--- config.mk ---
export PLATFORM = sky130hd
export DESIGN_NAME = bdsr_top
export DESIGN_NICKNAME = d
export VERILOG_FILES = /design/src/verilog/bdsr_pkg.sv /design/src/verilog/bdsr_buf.sv /design/src/verilog/bdsr_top.sv
export VERILOG_INCLUDE_DIRS = /design/src /design/src/verilog
export SDC_FILE = /design/constraint.sdc
export NUM_CORES = 1
export LEC_CHECK = 0
export BUFFER_PORTS_ARGS = -buffer_cell sky130_fd_sc_hd__buf_2
export CORE_MARGIN = 5
export CORE_UTILIZATION = 52
export CTS_BUF_LIST = sky130_fd_sc_hd__clkbuf_4 sky130_fd_sc_hd__clkbuf_8 sky130_fd_sc_hd__clkbuf_16
export DETAILED_ROUTE_END_ITERATION = 7
export PLACE_DENSITY_LB_ADDON = 0.1
export SLEW_MARGIN = 20
export SYNTH_ARGS = -nofsm -noshare
export SYNTH_HDL_FRONTEND = slang
export SYNTH_SLANG_ARGS = --single-unit
--- constraint.sdc ---
create_clock -name CLK_SYS -period 1.8 [get_ports CLK_SYS]
set_input_delay 0.09 -clock CLK_SYS [delete_from_list [all_inputs] [get_ports CLK_SYS]]
set_output_delay 0.09 -clock CLK_SYS [all_outputs]
set_load 0.03 [all_outputs]
--- src/verilog/bdsr_map.svh ---
`ifndef BDSR_MAP_SVH
`define BDSR_MAP_SVH

`define BDSR_WIDTH      4
`define BDSR_RESET_VAL  4'h0
`define BDSR_BUF_DEPTH  2
`define BDSR_PTR_W      1
`define BDSR_CNT_W      2

`endif

--- src/verilog/bdsr_pkg.sv ---
package bdsr_pkg;
	typedef enum logic [1:0] {
		BDSR_INHIBIT,
		BDSR_SHR,
		BDSR_SHL,
		BDSR_LOAD
	} bdsr_mode_t;
	typedef logic [3:0] bdsr_word_t;
endpackage

--- src/verilog/bdsr_buf.sv ---
`timescale 1ns/100ps
`include "bdsr_map.svh"

module bdsr_buf (
	input  wire logic                   clk,
	input  wire logic                   rst_n,
	input  wire logic                   in_valid,
	output      logic                   in_ready,
	input  wire bdsr_pkg::bdsr_word_t   in_data,
	output      logic                   out_valid,
	input  wire logic                   out_ready,
	output      bdsr_pkg::bdsr_word_t   out_data
);
	bdsr_pkg::bdsr_word_t            mem_reg [`BDSR_BUF_DEPTH];
	logic [`BDSR_PTR_W-1:0]          wr_ptr_reg;
	logic [`BDSR_PTR_W-1:0]          rd_ptr_reg;
	logic [`BDSR_CNT_W-1:0]          count_reg;
	logic                            push;
	logic                            pop;

	assign in_ready  = (count_reg != 2'h2);
	assign out_valid = (count_reg != 2'h0);
	assign push      = in_valid && in_ready;
	assign pop       = out_valid && out_ready;
	// Read data from a register; head always shown
	assign out_data  = mem_reg[rd_ptr_reg];

	always_ff @(posedge clk) begin
		if (push) begin
			mem_reg[wr_ptr_reg] <= in_data;
		end
	end

	always_ff @(posedge clk or negedge rst_n) begin
		if (!rst_n) begin
			wr_ptr_reg <= 1'h0;
			rd_ptr_reg <= 1'h0;
			count_reg  <= 2'h0;
		end else begin
			if (push) begin
				wr_ptr_reg <= wr_ptr_reg + 1'h1;
			end
			if (pop) begin
				rd_ptr_reg <= rd_ptr_reg + 1'h1;
			end
			count_reg <= count_reg + {1'h0, push} - {1'h0, pop};
		end
	end
endmodule

--- src/verilog/bdsr_top.sv ---
`timescale 1ns/100ps
`include "bdsr_map.svh"

module bdsr_top (
	input  wire logic                   CLK_SYS,
	input  wire logic                   RESETN,
	input  wire logic                   CLEARN,
	input  wire logic                   MODE_SEL_HIGH,
	input  wire logic                   MODE_SEL_LOW,
	input  wire logic                   SER_RIGHT,
	input  wire logic                   SER_LEFT,
	input  wire bdsr_pkg::bdsr_word_t   PAR_IN,
	output      bdsr_pkg::bdsr_word_t   STAGE_Q,
	output      logic                   OUT_VALID,
	input  wire logic                   OUT_READY,
	output      bdsr_pkg::bdsr_word_t   OUT_DATA
);
	////////////////////////////////////////////////////////////////////////
	bdsr_pkg::bdsr_word_t   stage_reg;
	bdsr_pkg::bdsr_word_t   stage_next;
	bdsr_pkg::bdsr_mode_t   mode;
	logic                   clr_n;
	logic                   buf_ready;
	logic                   stall;

	function automatic bdsr_pkg::bdsr_mode_t decode_mode(input logic hi, input logic lo);
		bdsr_pkg::bdsr_mode_t m;
		m = bdsr_pkg::BDSR_INHIBIT;
		if (hi && lo) begin
			m = bdsr_pkg::BDSR_LOAD;
		end else if (lo) begin
			m = bdsr_pkg::BDSR_SHR;
		end else if (hi) begin
			m = bdsr_pkg::BDSR_SHL;
		end
		return m;
	endfunction

	// Mode and data come from logic on this clock, so no synchroniser
	assign mode  = decode_mode(MODE_SEL_HIGH, MODE_SEL_LOW);
	assign clr_n = RESETN && CLEARN;
	// Stalling the register while the buffer is full keeps every taken change published in the buffer
	assign stall = !buf_ready;

	////////////////////////////////////////////////////////////////////////
	always_comb begin
		stage_next = stage_reg;
		case (mode)
			bdsr_pkg::BDSR_LOAD: begin
				stage_next = PAR_IN;
			end
			bdsr_pkg::BDSR_SHR: begin
				stage_next = {stage_reg[2:0], SER_RIGHT};
			end
			bdsr_pkg::BDSR_SHL: begin
				stage_next = {SER_LEFT, stage_reg[3:1]};
			end
			default: begin
				stage_next = stage_reg;
			end
		endcase
	end

	// Bit 0 is the first stage, bit 3 the last
	always_ff @(posedge CLK_SYS or negedge clr_n) begin
		if (!clr_n) begin
			stage_reg <= `BDSR_RESET_VAL;
		end else if (!stall) begin
			stage_reg <= stage_next;
		end
	end

	assign STAGE_Q = stage_reg;

	////////////////////////////////////////////////////////////////////////
	logic   push_now;

	// The word enters the buffer at the same edge the stage takes it, so a
	// full buffer refuses both together and no word is lost in between
	assign push_now = (mode != bdsr_pkg::BDSR_INHIBIT);

	bdsr_buf u_buf (
		.clk       (CLK_SYS),
		.rst_n     (clr_n),
		.in_valid  (push_now),
		.in_ready  (buf_ready),
		.in_data   (stage_next),
		.out_valid (OUT_VALID),
		.out_ready (OUT_READY),
		.out_data  (OUT_DATA)
	);
endmodule

==> results.sh <==
export IMPL_status="completed"
export IMPL_synthToLayoutAreaGrowth_pct=14.5
export IMPL_crit_chain="or2_1 > and2_4 > ha_1 > inv_1 > ha_1 > xnor2_2 > xnor2_1"
export IMPL_setup_violations_final=0
export IMPL_clkPwrFrac_pct=9.7
export IMPL_hp_class="primary input to flip-flop"
export IMPL_skew_ps=1.90
export IMPL_cp_top_family="adder cells"
export IMPL_layout_commonest_cell="buf_2"
export IMPL_overflow=0
export IMPL_grt_pass1_wl_um=2930
export IMPL_path_class="flip-flop to flip-flop"
export IMPL_antenna_found_initial=0
export IMPL_drv_slew=0
export IMPL_initial_core_util_pct=55.8
export IMPL_yosysUniqueCellTypes=27
export IMPL_syn_nets=92
export IMPL_dp_slack_ps=148
export IMPL_port_buffers=20
export IMPL_drive_above_1_share_pct=47.5
export IMPL_clock_sinks=16
export IMPL_p_seq_share_pct=36.4
export IMPL_swShare_pct=43.1
export IMPL_p_per_area_nw_per_um2=1730
export IMPL_largest_reg_flops=8
export IMPL_hold_depth=3
export IMPL_holdPathEnd="u_buf.rd_ptr_reg"
export IMPL_critical_path_most_common_cell="ha_1"
export IMPL_slowest_stage="dfrtp_1"
export IMPL_dpl_cell_area_um2=1070
export IMPL_synth_seq_cells=16
export IMPL_dp_cells=120
export IMPL_syn_avg_cell_area_um2=12.6
export IMPL_syn_inst=78
export IMPL_rr_endpoint="u_buf.count_reg[1]"
export IMPL_die_area_um2=2860
export IMPL_clock_fmax_mhz=579
export IMPL_rrSetupSlack_ps=70
export IMPL_grt_max_degree=18
export IMPL_fp_dieW_um=53.5
export IMPL_vias=639
export IMPL_p_int_mw=1.11
export IMPL_dp_hpwl_um=1290
export IMPL_syn_area_um2=985
export IMPL_n_antenna_cell=0
export IMPL_cts_max_level=1
export IMPL_gp_congestion=0.720
export IMPL_io_pins=21
export IMPL_period_needed_ps=1730
export IMPL_maxCapViolations=0
export IMPL_vdd_drop_max_mv=0.889
export IMPL_hp_start="OUT_READY"
export IMPL_path_clk_slew_ps=90
export IMPL_finalCritPeriodShare_pct=96.0
export IMPL_worstMarginPinSlew_ps=446
export IMPL_final_cells=126
export IMPL_fp_coreArea_um2=1760
export IMPL_rows=15
export IMPL_required_ps=1970
export IMPL_hold_ws_ps=109
export IMPL_firstDrtPassIters=4
export IMPL_setup_slack_ps=72.7
export IMPL_drt_total_wl_um=1710
export IMPL_p_leak_nw=0.500
export IMPL_net_switching_power_mw=0.841
export IMPL_endpoint_kind="flip-flop"
export IMPL_fin_area_um2=1130
export IMPL_clk_path_buf_depth=2
export IMPL_worstPathArrival_ps=1900
export IMPL_cts_tree="done"
export IMPL_drc=0
export IMPL_reg2regPathDepth=7
export IMPL_drtIter0Drc=10
export IMPL_r2r_start="u_buf.count_reg[0]"
export IMPL_grt_use_total_pct=14.2
export IMPL_hold_violations=0
export IMPL_cp_slowest_stage_delay_ps=410
export IMPL_pwr_share_comb_pct=53.9
export IMPL_path_max_fanout=4
export IMPL_grt_pass1_vias=667
export IMPL_start_kind="flip-flop"
export IMPL_fin_nets=116
export IMPL_cts_root_buffer="clkbuf_4"
export IMPL_yosysWarnings=0
export IMPL_postCtsSetupBuffers=0
export IMPL_layout_common_cells="buf_2 (20), dfrtp_1 (8), nand2_1 (8), edfxtp_1 (8)"
export IMPL_post_drt_wl_per_cell_um=13.6
export IMPL_max_slew_margin_rel_pct=70.2
export IMPL_numCtsBuffers=3
export IMPL_crit_buf_inv=1
export IMPL_die_h_um=53.5
export IMPL_drt_vias_per_instance=5.07
export IMPL_seq_area_frac_synth_pct=44.7
export IMPL_clock_latency_ps=280
export IMPL_ant_nets=0
-- Yosys cell counts --
master	instances	area, um2
xnor2_1	2	17.5
dfrtp_1	8	200
xor2_2	1	16.3
nand2b_1	1	6.26
buf_6	2	22.5
nand3_2	4	40.0
nor3_1	1	5.00
mux2_4	4	60.1
nor2b_4	1	13.8
or2_1	1	6.26
o21ai_1	4	20.0
ha_1	2	25.0
inv_1	2	7.51
nand2_1	8	30.0
xor2_1	1	8.76
and2_4	1	8.76
buf_4	2	15.0
a31oi_1	4	25.0
o211ai_2	4	50.1
and2_1	2	12.5
a21oi_1	4	20.0
buf_12	1	20.0
and2b_4	1	10.0
edfxtp_1	8	240
nor2b_1	3	18.8
nor2_8	2	40.0
mux2_2	4	45.0
-- cells by family (layout without fill, tap and decap cells) --
group	after synthesis	count (layout)	synth area share, %
flip-flops	16	16	44.7
AO/OA/AOI/OAI	16	16	11.7
adder cells (fa/ha/maj)	2	2	2.54
XOR/XNOR	4	4	4.32
buffers and inverters	7	30	6.61
AND/OR/NAND/NOR	25	25	19.4
multiplexers	8	8	10.7
-- cell type report --
cell class	instances	area, um2
timing repair buffer	24	135
multi-input combinational	55	487
fill	159	637
clock buffer	3	22.5
sequential	16	440
inverter	2	7.51
tap	25	31.3
clock inverter	1	3.75
-- worst max path at each step --
stage                             startpoint                  to  slack (ps)  cells past startpoint
after CTS                 u_buf.count_reg[0]  u_buf.count_reg[1]         110                      7
after detailed placement  u_buf.count_reg[0]  u_buf.count_reg[1]         150                      7
after floorplan           u_buf.count_reg[1]  u_buf.count_reg[1]          20                      7
after global routing      u_buf.count_reg[0]  u_buf.count_reg[1]         -30                      7
after global placement    u_buf.count_reg[1]  u_buf.count_reg[1]         180                      7
final                     u_buf.count_reg[0]  u_buf.count_reg[1]          70                      7
-- tightest hold or removal path: cells and delay by family --
| family | cells | cell delay [ps] |
|---|---|---|
| AND/OR/NAND/NOR | 1 | 130 |
| buffers and inverters | 1 | 80 |
| XOR/XNOR | 1 | 50 |
-- power groups by stage --
stage | Sequential, mW | Combinational (mW) | Clock (mW)
2_1_floorplan | 0.771 | 0.751 | 0
3_3_place_gp | 0.706 | 1.00 | 0
3_5_place_dp | 0.718 | 1.02 | 0
4_1_cts | 0.709 | 1.03 | 0.191
5_1_grt | 0.730 | 1.15 | 0.215
6_report | 0.710 | 1.05 | 0.188
-- what timing repair did --
item,4_1_cts,5_1_grt
hold endpoints to repair,8,0
endpoints found under the setup margin,0,1
hold buffers,2,0
resized for setup,0,1
-- stage by stage --
step,utilization (%),setup TNS [ps],total power [mW]
floorplan,-,0,1.52
global placement,60.9,0,1.71
detailed placement,60.9,0,1.74
CTS,63.5,0,1.93
global route,63.9,-25.2,2.09
finish,63.9,0,1.95
-- metal layers --
| layer | global-route usage, % | vias to the layer above | share of wire [%] |
|---|---|---|---|
| li1 | - | 323 | - |
| met1 | 19.1 | 295 | 43 |
| met2 | 22.7 | 21 | 51 |
| met3 | 3.38 | 0 | 6.4 |
| met4 | 3.83 | 0 | 0 |
| met5 | 0 | - | 0 |
No activity file was read; power rests on OpenSTA's default activity.
